**config.mk**
```make
export PLATFORM = sky130hd
export DESIGN_NAME = ipc_device_flat
export DESIGN_NICKNAME = d
export VERILOG_FILES = /design/src/ipc_pkg.sv /design/src/ipc_link_if.sv /design/src/ipc_device.sv /design/src/flat_wrapper.sv
export VERILOG_INCLUDE_DIRS = /design/src
export SDC_FILE = /design/constraint.sdc
export NUM_CORES = 1
export LEC_CHECK = 0
export ABC_AREA = 1
export BUFFER_PORTS_ARGS = -buffer_cell sky130_fd_sc_hd__buf_2
export CORE_ASPECT_RATIO = 0.6
export CORE_MARGIN = 5
export CORE_UTILIZATION = 51
export CTS_CLUSTER_DIAMETER = 120
export DETAILED_ROUTE_END_ITERATION = 6
export PLACE_DENSITY_LB_ADDON = 0.05
export SLEW_MARGIN = 20
export SYNTH_ARGS = -nofsm -noshare
export SYNTH_HDL_FRONTEND = slang
export SYNTH_SLANG_ARGS = --single-unit
```
**constraint.sdc**
```tcl
create_clock -name pclk -period 2.1 [get_ports pclk]
set_clock_uncertainty 0.05 [all_clocks]
set_input_delay 0.21 -clock pclk [delete_from_list [all_inputs] [get_ports pclk]]
set_output_delay 0.21 -clock pclk [all_outputs]
set_load 0.02 [all_outputs]
```
**src/ipc_regs.svh**
```systemverilog
// Register offsets, field positions, reset values and counts of the input parity checker
`ifndef IPC_REGS_SVH
`define IPC_REGS_SVH
// ------------------------------------------------------------
// Device register offsets
// ------------------------------------------------------------
`define IPC_ERR_COUNT_OFS 8'h02
`define IPC_INT_ENABLE_OFS 8'h03
`define IPC_INT_STATUS_OFS 8'h04
`define IPC_PAR_CTRL_OFS 8'h20
`define IPC_DIV_CTRL_OFS 8'h22
`define IPC_PHASE_CTRL_OFS 8'h23
// ------------------------------------------------------------
// Device field positions
// ------------------------------------------------------------
`define IPC_PAR_INT_BIT 7
`define IPC_PMODE_LSB 0
`define IPC_WIDTH_LSB 2
`define IPC_INV_BIT 4
`define IPC_QUAD_BIT 5
`define IPC_DIV_LSB 4
`define IPC_PHASE_LSB 4
// ------------------------------------------------------------
// Reset values and counts
// ------------------------------------------------------------
`define IPC_PAR_CTRL_RST 8'h00
`define IPC_DIV_CTRL_RST 8'h10
`define IPC_PHASE_CTRL_RST 8'h00
`define IPC_INT_ENABLE_RST 8'h00
`define IPC_ERR_MAX 8'hFF
`define IPC_HALF_STEPS 4'h8
`define IPC_CNT_RST 4'hF
`define IPC_FRM_RST 3'h7
// ------------------------------------------------------------
// Source controller APB map
// ------------------------------------------------------------
`define IPC_SRC_CTRL_OFS 12'h000
`define IPC_SRC_CMD_OFS 12'h004
`define IPC_SRC_STAT_OFS 12'h008
`define IPC_SRC_RUN_BIT 0
`define IPC_SRC_INJ_BIT 1
`define IPC_SRC_WIDTH_LSB 2
`define IPC_SRC_PMODE_LSB 4
`define IPC_SRC_LVDS_BIT 6
`define IPC_SRC_CMD_WE_BIT 31
`define IPC_SRC_CMD_ADDR_LSB 8
`endif

```
**src/ipc_pkg.sv**
```systemverilog
// Types and shared decode of the input parity checker
package ipc_pkg;
    // ------------------------------------------------------------
    // Modes
    // ------------------------------------------------------------
    typedef enum logic [1:0] {
        ipc_pm_off = 2'b00,
        ipc_pm_iq = 2'b01,
        ipc_pm_even = 2'b10,
        ipc_pm_odd = 2'b11
    } ipc_pmode_t;
    typedef enum logic [1:0] {
        ipc_w4 = 2'b00,
        ipc_w8 = 2'b01,
        ipc_w16 = 2'b10,
        ipc_w32 = 2'b11
    } ipc_width_t;
    // ------------------------------------------------------------
    // State records
    // ------------------------------------------------------------
    typedef struct packed {
        logic [2:0] pre;
        logic [3:0] cnt;
        logic [2:0] frm;
        logic dclk;
        logic fsync;
        logic [7:0] err_count;
        logic [7:0] int_enable;
        logic par_status;
        logic [7:0] par_ctrl;
        logic [7:0] div_ctrl;
        logic [7:0] phase_ctrl;
        logic [7:0] rdata;
        logic ack;
        logic irq;
        logic [31:0] cap_data;
        logic cap_valid;
        logic cap_rise;
    } ipc_dev_state_t;
    typedef struct packed {
        logic dclk_q;
        logic [31:0] word;
        logic pu;
        logic pl;
        logic [7:0] ctrl;
        logic busy;
        logic req;
        logic we;
        logic [7:0] addr;
        logic [7:0] wdata;
        logic [7:0] result;
        logic [15:0] sent;
        logic pready;
        logic [31:0] prdata;
        logic pslverr;
    } ipc_src_state_t;
    // Data bits covered by the lower parity for one bus width
    function automatic logic [31:0] ipc_lane_mask(input ipc_width_t w);
        case (w)
            ipc_w4: ipc_lane_mask = 32'h0000000F;
            ipc_w8: ipc_lane_mask = 32'h000000FF;
            default: ipc_lane_mask = 32'h0000FFFF;
        endcase
    endfunction
endpackage

```
**src/ipc_link_if.sv**
```systemverilog
// Link between the converter input port and the external data source
`timescale 1ns/100ps
interface ipc_link_if;
    // Data clock and frame sync made by the device
    logic source_data_clock_out;
    logic frame_sync_pulse;
    // Bus word and parity; on the differential bus the upper pin is diff_parity_pos
    // and the lower pin diff_parity_neg
    logic [31:0] data;
    logic parity_upper_input;
    logic parity_lower_input;
    // Interface-select straps
    logic sel_ctrl;
    logic sel_bus;
    // Shared interrupt pin
    logic irq;
    // Serial-port register access, modelled as a request/ack port
    logic reg_req;
    logic reg_we;
    logic [7:0] reg_addr;
    logic [7:0] reg_wdata;
    logic [7:0] reg_rdata;
    logic reg_ack;
    modport device (
        output source_data_clock_out, frame_sync_pulse, irq, reg_rdata, reg_ack,
        input data, parity_upper_input, parity_lower_input, sel_ctrl, sel_bus,
        input reg_req, reg_we, reg_addr, reg_wdata
    );
    modport source (
        input source_data_clock_out, frame_sync_pulse, irq, reg_rdata, reg_ack,
        output data, parity_upper_input, parity_lower_input, sel_ctrl, sel_bus,
        output reg_req, reg_we, reg_addr, reg_wdata
    );
endinterface

```
**src/ipc_device.sv**
```systemverilog
// Converter input port: bus sampling, parity check, error counter and interrupt
// ------------------------------------------------------------
// ------------------------------------------------------------
//
// A request/ack register port, modelling the serial port, was chosen for this implementation.
`timescale 1ns/100ps
`include "ipc_regs.svh"
module ipc_device (
    // Clock and reset
    input wire logic pclk,
    input wire logic presetn,
    // Link toward the data source
    ipc_link_if.device link,
    // Captured words toward the datapath
    output logic [31:0] sample_data,
    output logic sample_valid,
    output logic sample_rise
);
    import ipc_pkg::*;

    // ------------------------------------------------------------
    // Declarations
    // ------------------------------------------------------------
    ipc_dev_state_t s; // Registered state
    ipc_dev_state_t next_s; // Next state
    logic [2:0] div_last; // Last prescale count of one step
    logic [3:0] phase; // Sampling phase field
    logic tick; // First pclk of a phase step
    logic rise_ev; // Internal sampling clock rising
    logic fall_ev; // Internal sampling clock falling
    logic lvds_bus; // Differential bus selected
    logic cmos_bus; // Parallel-pin bus selected
    logic capture; // A word is taken this cycle
    logic err; // Parity error on the taken word
    logic wr; // Register write request
    ipc_width_t width; // Effective bus width
    ipc_pmode_t pmode; // Parity checking mode

    // ------------------------------------------------------------
    // Parity check of one captured word
    // ------------------------------------------------------------
    // Returns one when the word breaks the selected parity mode
    function automatic logic parity_fault(
        input logic [31:0] d,
        input logic pu,
        input logic pl,
        input ipc_width_t w,
        input ipc_pmode_t m,
        input logic lvds,
        input logic rise
    );
        logic odd;
        logic lo;
        logic hi;
        begin
            odd = (m == ipc_pm_odd);
            lo = ^(d & ipc_lane_mask(w)) ^ odd;
            hi = ^d[31:16] ^ odd;
            parity_fault = 1'b0;
            if (m == ipc_pm_off) begin
                parity_fault = 1'b0;
            end else if (lvds) begin
                if (m == ipc_pm_iq) begin
                    // rising expects 0, falling expects 1
                    // no pattern check below 32 bits
                    parity_fault = (w == ipc_w32) && (pu != !rise);
                end else begin
                    // ones count with the parity bit
                    parity_fault = lo ^ pu;
                end
            end else begin
                if (m == ipc_pm_iq) begin
                    // upper carries I (0), lower Q (1)
                    parity_fault = pu || !pl;
                end else begin
                    // upper input only counts at 32 bits
                    parity_fault = (lo ^ pl) || ((w == ipc_w32) && (hi ^ pu));
                end
            end
        end
    endfunction

    // ------------------------------------------------------------
    // Sampling clock and bus mode decode
    // ------------------------------------------------------------
    // divider field zero behaves as one, so a period is never shorter than 16 pclk
    assign div_last = (s.div_ctrl[`IPC_DIV_LSB +: 3] == 3'h0) ? 3'h0 : s.div_ctrl[`IPC_DIV_LSB +: 3] - 3'h1;
    assign phase = s.phase_ctrl[`IPC_PHASE_LSB +: 4];
    assign tick = (s.pre == 3'h0);
    // sampling edges offset from the data clock by the phase steps
    assign rise_ev = tick && (s.cnt == phase);
    assign fall_ev = tick && (s.cnt == 4'(phase + `IPC_HALF_STEPS));
    // both selects low picks the differential bus
    assign lvds_bus = !link.sel_ctrl && !link.sel_bus;
    assign cmos_bus = link.sel_ctrl && link.sel_bus;
    // quad upconverter mode forces the full width
    assign width = s.par_ctrl[`IPC_QUAD_BIT] ? ipc_w32 : ipc_width_t'(s.par_ctrl[`IPC_WIDTH_LSB +: 2]);
    assign pmode = ipc_pmode_t'(s.par_ctrl[`IPC_PMODE_LSB +: 2]);
    // parallel bus takes words on the rising sampling edge
    // differential bus takes words on the falling edge
    // and on the rising edge too, but only at 32 bits
    assign capture = (cmos_bus && rise_ev) || (lvds_bus && (fall_ev || ((width == ipc_w32) && rise_ev)));
    // relies on the source holding the word around the chosen edge
    assign err = capture && parity_fault(link.data, link.parity_upper_input, link.parity_lower_input,
        width, pmode, lvds_bus, rise_ev);
    assign wr = link.reg_req && link.reg_we;

    // ------------------------------------------------------------
    // Next-state logic
    // ------------------------------------------------------------
    // Mixed strap values pick neither bus, so nothing is sampled then
    always_comb begin
        next_s = s;
        next_s.ack = link.reg_req;
        next_s.cap_valid = capture;
        // Prescaler and sixteen-step phase counter
        if (s.pre >= div_last) begin
            next_s.pre = 3'h0;
            next_s.cnt = s.cnt + 4'h1;
            if (s.cnt == 4'hF) begin
                next_s.frm = s.frm + 3'h1;
            end
        end else begin
            next_s.pre = s.pre + 3'h1;
        end
        // data clock high for the first half of each period, low instead when the invert bit is set
        next_s.dclk = (next_s.cnt < `IPC_HALF_STEPS) ^ s.par_ctrl[`IPC_INV_BIT];
        // Frame sync marks one data clock period in eight
        next_s.fsync = (next_s.frm == 3'h0);
        // Word capture toward the datapath
        if (capture) begin
            next_s.cap_data = link.data;
            next_s.cap_rise = rise_ev;
        end
        // Register writes
        if (wr) begin
            case (link.reg_addr)
                `IPC_INT_ENABLE_OFS: begin
                    next_s.int_enable = link.reg_wdata;
                end
                `IPC_PAR_CTRL_OFS: begin
                    next_s.par_ctrl = link.reg_wdata;
                end
                `IPC_DIV_CTRL_OFS: begin
                    next_s.div_ctrl = link.reg_wdata;
                end
                `IPC_PHASE_CTRL_OFS: begin
                    next_s.phase_ctrl = link.reg_wdata;
                end
                default: begin
                end
            endcase
        end
        // write one to status bit seven clears count and interrupt
        if (wr && (link.reg_addr == `IPC_INT_STATUS_OFS) && link.reg_wdata[`IPC_PAR_INT_BIT]) begin
            next_s.err_count = 8'h00;
            next_s.par_status = 1'b0;
        end
        // A new error after the clear wins over it, so none is lost
        if (err) begin
            if (next_s.err_count != `IPC_ERR_MAX) begin
                next_s.err_count = next_s.err_count + 8'h01;
            end
            if (s.int_enable[`IPC_PAR_INT_BIT]) begin
                next_s.par_status = 1'b1;
            end
        end
        next_s.irq = next_s.par_status && next_s.int_enable[`IPC_PAR_INT_BIT];
        // Register reads answer the cycle after the request
        if (link.reg_req && !link.reg_we) begin
            case (link.reg_addr)
                `IPC_ERR_COUNT_OFS: begin
                    next_s.rdata = s.err_count;
                end
                `IPC_INT_ENABLE_OFS: begin
                    next_s.rdata = s.int_enable;
                end
                // status readable so the host can find the cause
                `IPC_INT_STATUS_OFS: begin
                    next_s.rdata = {s.par_status, 7'h00};
                end
                `IPC_PAR_CTRL_OFS: begin
                    next_s.rdata = s.par_ctrl;
                end
                `IPC_DIV_CTRL_OFS: begin
                    next_s.rdata = s.div_ctrl;
                end
                `IPC_PHASE_CTRL_OFS: begin
                    next_s.rdata = s.phase_ctrl;
                end
                default: begin
                    next_s.rdata = 8'h00;
                end
            endcase
        end
    end

    // ------------------------------------------------------------
    // State register
    // ------------------------------------------------------------
    // counter and status start at zero
    always_ff @(posedge pclk or negedge presetn) begin
        if (!presetn) begin
            s <= '0;
            // Counters start on their last step so the first clock half and frame are full length
            s.cnt <= `IPC_CNT_RST;
            s.frm <= `IPC_FRM_RST;
            s.par_ctrl <= `IPC_PAR_CTRL_RST;
            s.div_ctrl <= `IPC_DIV_CTRL_RST;
            s.phase_ctrl <= `IPC_PHASE_CTRL_RST;
            s.int_enable <= `IPC_INT_ENABLE_RST;
        end else begin
            s <= next_s;
        end
    end

    // ------------------------------------------------------------
    // Outputs
    // ------------------------------------------------------------
    assign link.source_data_clock_out = s.dclk;
    assign link.frame_sync_pulse = s.fsync;
    assign link.irq = s.irq;
    assign link.reg_rdata = s.rdata;
    assign link.reg_ack = s.ack;
    assign sample_data = s.cap_data;
    assign sample_valid = s.cap_valid;
    assign sample_rise = s.cap_rise;
endmodule

```
**src/flat_wrapper.sv**
```systemverilog
// flat-port wrapper written by rule: the top's interface ports become plain ports
module ipc_device_flat import ipc_pkg::*;
  (pclk, presetn, sample_data, sample_valid, sample_rise, link_source_data_clock_out, link_frame_sync_pulse, link_irq, link_reg_rdata, link_reg_ack, link_data, link_parity_upper_input, link_parity_lower_input, link_sel_ctrl, link_sel_bus, link_reg_req, link_reg_we, link_reg_addr, link_reg_wdata);
  ipc_link_if link_i ();
  input wire logic pclk;
  input wire logic presetn;
  output logic [31:0] sample_data;
  output logic sample_valid;
  output logic sample_rise;
  output wire logic [$bits(link_i.source_data_clock_out)-1:0] link_source_data_clock_out;
  output wire logic [$bits(link_i.frame_sync_pulse)-1:0] link_frame_sync_pulse;
  output wire logic [$bits(link_i.irq)-1:0] link_irq;
  output wire logic [$bits(link_i.reg_rdata)-1:0] link_reg_rdata;
  output wire logic [$bits(link_i.reg_ack)-1:0] link_reg_ack;
  input wire logic [$bits(link_i.data)-1:0] link_data;
  input wire logic [$bits(link_i.parity_upper_input)-1:0] link_parity_upper_input;
  input wire logic [$bits(link_i.parity_lower_input)-1:0] link_parity_lower_input;
  input wire logic [$bits(link_i.sel_ctrl)-1:0] link_sel_ctrl;
  input wire logic [$bits(link_i.sel_bus)-1:0] link_sel_bus;
  input wire logic [$bits(link_i.reg_req)-1:0] link_reg_req;
  input wire logic [$bits(link_i.reg_we)-1:0] link_reg_we;
  input wire logic [$bits(link_i.reg_addr)-1:0] link_reg_addr;
  input wire logic [$bits(link_i.reg_wdata)-1:0] link_reg_wdata;
  assign link_source_data_clock_out = link_i.source_data_clock_out;
  assign link_frame_sync_pulse = link_i.frame_sync_pulse;
  assign link_irq = link_i.irq;
  assign link_reg_rdata = link_i.reg_rdata;
  assign link_reg_ack = link_i.reg_ack;
  assign link_i.data = link_data;
  assign link_i.parity_upper_input = link_parity_upper_input;
  assign link_i.parity_lower_input = link_parity_lower_input;
  assign link_i.sel_ctrl = link_sel_ctrl;
  assign link_i.sel_bus = link_sel_bus;
  assign link_i.reg_req = link_reg_req;
  assign link_i.reg_we = link_reg_we;
  assign link_i.reg_addr = link_reg_addr;
  assign link_i.reg_wdata = link_reg_wdata;
  ipc_device u_core (.pclk(pclk), .presetn(presetn), .link(link_i), .sample_data(sample_data), .sample_valid(sample_valid), .sample_rise(sample_rise));
endmodule
```
# After elaboration in Yosys (flattened, before gate mapping)
# Cells that the tools add are included.
dict set report totals {
  regBits 97
  wordCells 102
  output_inout_bits 46
}
dict set report classes {
  mux 19
  bitwise 7
  eq_ne 15
  reduce_logical 35
  add_sub_neg 6
  order_cmp 2
}
# op count
set op_table {}
lappend op_table {{$pmux 8 s6} 1}
lappend op_table {{$mux 8} 5}
lappend op_table {{$and 32x16->32} 1}
lappend op_table {{$pmux 16 s2} 1}
lappend op_table {{$reduce_xor 32->1} 1}
lappend op_table {{$eq 8x6->1 const B} 3}
lappend op_table {{$eq 8x2->1 const B} 2}
lappend op_table {{$reduce_xor 16->1} 1}
lappend op_table {{$logic_and 1x1->1} 15}
lappend op_table {{$logic_not 3->1} 3}
lappend op_table {{$mux 3} 3}
lappend op_table {{$add 8x1->8 const B} 1}
lappend op_table {{$eq 4x4->1} 2}
lappend op_table {{$eq 8x3->1 const B} 1}
lappend op_table {{$ne 8x8->1 const B} 1}
lappend op_table {{$reduce_and 2->1} 4}
lappend op_table {{$mux 1} 7}
lappend op_table {{$mux 7} 1}
lappend op_table {{$add 3x1->3 const B} 2}
lappend op_table {{$xor 1x1->1} 6}
lappend op_table {{$logic_not 1->1} 5}
lappend op_table {{$add 4x1->4 const B} 1}
lappend op_table {{$add 4x4->4 const B} 1}
lappend op_table {{$eq 2x1->1 const B} 2}
lappend op_table {{9 further kinds} 14}

# Longest topological paths before layout
dict set report logic_depth {
  word_depth 14
  ltp_mapped 21
  depth_no_buf 21
}

# Least setup slack after synthesis
# OpenSTA, ideal clock, no wires.
dict set report synth_path {
  path_kind {reg2reg}
  startpoint {register u_core.s[56] (netlist name)}
  endpoint {register u_core.s (netlist bit u_core.link.frame_sync_pulse)}
  setup_time_ns 0.086
  arrival_ns 2.083
  path_stages_with_launch 14
  synth_period_minus_slack_ns 2.219
  setup_slack_ns -0.119
  cell_sequence {dfstp_2 > nor2_1 > inv_1 > ha_1 > inv_1 > ha_1 > nand2_1 > o211ai_2 > nand4_1 > inv_1 > nand2_1 > xor2_1 > inv_1 > nor3_1}
}
# item line_no
set synth_lines {}
lappend synth_lines {{start, declared} ipc_device.sv:24} ;# ipc_dev_state_t s;
lappend synth_lines {{start signal, assigned} ipc_device.sv:213} ;# s <= next_s;

==> results.cfg <==
[grt]
grt_pass1_vias = 4408
grt_pass1_wl_mm = 21.1
gr-total-overflow = 0
antenna_found_initial = 0
grt_max_degree = 46
gr-usage-all-layers_pct = 20.1

[placement]
placed_cells = 907
gp_congestion = 0.831
dp_hpwl_mm = 9.62
io_buffer_count = 101

[drt]
drc = 0
via_per_inst = 4.98
ant_nets = 0
wire_per_inst_um = 14.2
dr_total_vias = 4669
wirelength_mm = 13.4
dr.pass1.iters = 5
drt_iter0_drc = 262

[yosys]
async_flop_share_pct = 100
synth_warnings = 0
syn_nets = 756
synth-seq-area-share_pct = 45.0
syn_area_per_cell_sq_um = 7.85
synth-adder-area-share_pct = 2.31
syn_inst = 690
yosys.area.top_type = dfrtp_1
synth_edf_count = 0
synthMuxAreaShare_pct = 0
synth-simple-area-share_pct = 27.4
synth_top_family_by_area = simple AND/OR/NAND/NOR gates
syn_area_sq_um = 5420
yosys-top-cells-area = dfrtp_1, nand2_1, buf_4
ys_types = 42
synth-xor-area-share_pct = 3.40
synth_compound_area_share_pct = 9.57
netlist.area_leader.share_pct = 41.1
synth_ff_type = dfrtp_1
ys_ff_latch = 97

[die]
core_area_sq_um = 10500
placementRows = 29
initial_core_util_pct = 51.6
die_h_um = 89.8
die_width_um = 143
ios = 102
dieArea_sq_um = 12800

[setup_path]
setup.worst_path.end_class = register
reg2reg_slack_ns = -0.05
worst-setup-path-type = register to register
worstRegToRegCells = 13
timing.rr.start = u_core.s[95]
critical_path_required_ns = 2.27
cp-start-kind = register
critPathArrivalTime_ns = 2.32
cp_max_fo = 8
timing.rr.end = u_core.s[82]

[timing]
rsz0062_at_grt = true
period_share_pct = 103
hold_viol = 0
maxSlewViolCount = 0
setup_viol = 6
setup_slack_ns = -0.0536
relSlewSlack_pct = 63.0
tightest_slew_ns = 0.549
period_minus_slack_ns = 2.15
timing.fmax_ghz = 0.464

[cts]
ctsLongestPathBuffers = 2
clock_sinks = 97
cts.htree.levels = 3
cts_tree = yes
clk_latency_ns = 0.34
clkTransAtPathRegs_ns = 0.07
cts_root_buf = clkbuf_16
numCtsBuffers = 9

[final_layout]
fillerInstances = 946
fin_cells = 938
syn_to_final_growth_pct = 22.7
antenna_cells = 0
nets = 860
drive_gt1_share_pct = 28.8

[pwr]
fin_total_pwr_mw = 6.14
vdd_drop_max_uv = 774
p_per_area_nw_per_um2 = 924
p_leak_nw = 3.66

[run]
drv_cap = 0

[worst_hold_path]
worstHoldEndpoint = u_core.sample_data[5]
min_path_type = input pin to register
worstHoldStart = link_data[5]
min_path_cells = 3

[status]
status = complete, but fails checks
failed_checks = setup timing
[metrics by stage]
step                TNS (ns)  hold slack, ns  util, %  instance area, sq um  setup slack [ns]
detailed placement    -0.961          0.0963     57.4                  6010            -0.141
global placement      -0.172          0.0923     57.4                  6010           -0.0459
CTS                   -0.144          0.0428     61.0                  6400           -0.0445
floorplan            -0.0686          -0.136        -                  5440           -0.0686
finish                -0.231          0.0507     63.4                  6650           -0.0536
global route           -2.30          0.0549     63.4                  6650            -0.244
[area by class of cell]
class | instances | area [sq um] | share of cell area [%]
clock buffer | 12 | 256 | 3.86
inverter | 87 | 334 | 5.03
sequential | 97 | 2440 | 36.7
tap | 139 | 174 | 2.62
clock inverter | 4 | 27.5 | 0.414
timing repair buffer | 144 | 915 | 13.8
multi-input combinational | 455 | 2500 | 37.7
[kinds of logic after synthesis]
logic type,after synthesis
AO/OA/AOI/OAI,88
XOR/XNOR,21
adder cells (fa/ha/maj),10
buffers and inverters,138
flip-flops,97
AND/OR/NAND/NOR,336
[cells in the mapped netlist, types with 3 or more instances]
cell type / n
nand3b_1: 4
clkbuf_1: 10
nand4_1: 6
nand3_2: 4
o211ai_1: 3
inv_2: 7
inv_1: 80
o22ai_1: 3
xnor2_1: 10
dfstp_2: 8
a221oi_1: 7
nand2_2: 6
o21ai_0: 56
buf_4: 40
nor2_2: 4
nand3_1: 32
a21oi_1: 7
dfrtp_1: 89
xor2_1: 11
nor2_1: 31
nand2_1: 235
ha_1: 10
[routing by layer]
metal	share of wire [%]	routed length, um	track usage (%)
met1	50	6740	29.9
met3	5.3	710	4.24
met2	43	5770	30.3
met4	1.0	137	4.43
met5	0	0	0
[cells in the final DEF, fill, tap and decap left out, types with 4 or more instances in the layout]
| cell type | Yosys | layout |
|---|---|---|
| nand2_1 | 235 | 225 |
| buf_2 | 0 | 100 |
| dfrtp_1 | 89 | 89 |
| inv_1 | 80 | 75 |
| o21ai_0 | 56 | 45 |
| buf_4 | 40 | 34 |
| nor2_1 | 31 | 29 |
| nand3_1 | 32 | 29 |
| nand2_2 | 6 | 13 |
| inv_2 | 7 | 11 |
| xor2_1 | 11 | 11 |
| o21ai_1 | 2 | 11 |
| clkbuf_16 | 0 | 11 |
| xnor2_1 | 10 | 9 |
| dfstp_2 | 8 | 8 |
| nand3_2 | 4 | 7 |
| a221oi_1 | 7 | 7 |
| nand4_1 | 6 | 6 |
| ha_1 | 10 | 6 |
| nand2_4 | 2 | 4 |
| nor2_2 | 4 | 4 |
| a21oi_1 | 7 | 4 |
| nand3b_1 | 4 | 4 |
| ha_4 | 0 | 4 |
[sequential cells by signal, summed over array words and instances (netlist names)]
signal / cells
u_core.link.reg_ack: 1
u_core.link.reg_rdata: 8
u_core.s: 45
u_core.link.frame_sync_pulse: 1
u_core.link.source_data_clock_out: 1
u_core.sample_rise: 1
u_core.sample_valid: 1
u_core.sample_data: 32
u_core.link.irq: 1
u_core.phase: 4
u_core.pmode: 2
[worst max path at each step]
stage | start | endpoint
6_report | u_core.s[95] | u_core.s[82]
5_1_grt | u_core.s[56] | u_core.link.frame_sync_pulse
4_1_cts | u_core.s[94] | u_core.s[82]
3_5_place_dp | u_core.s[94] | u_core.s[82]
3_3_place_gp | u_core.s[94] | u_core.s[78]
2_1_floorplan | u_core.s[56] | u_core.link.frame_sync_pulse
[report_power, final]
group / switching, mW / leakage [nW] / total [mW] / internal (mW)
Sequential: 0.253 / 1.23 / 2.59 / 2.33
Combinational: 1.23 / 2.29 / 1.98 / 0.754
Clock: 0.706 / 0.143 / 1.58 / 0.869
[timing repair]
action                                 in CTS  in global routing
endpoints found under the hold margin      22                  0
cloned                                      0                  4
resized for setup                          12                 45
hold buffers                                2                  0
setup buffers                               5                  6
pin swaps                                  13                 17
setup endpoints to repair                  15                 48
[critical path, stage by stage, from the launching register on]
cell	delay, ns
dfrtp_1	0.40
inv_2	0.09
ha_4	0.14
inv_2	0.04
nor4_4	0.27
nand2_2	0.10
nor2_4	0.12
nor2_1	0.06
o21ai_1	0.15
inv_2	0.08
a21oi_4	0.27
nand3_1	0.12
nand2_1	0.07
nand3_1	0.08
No activity file was read; power rests on OpenSTA's default activity.
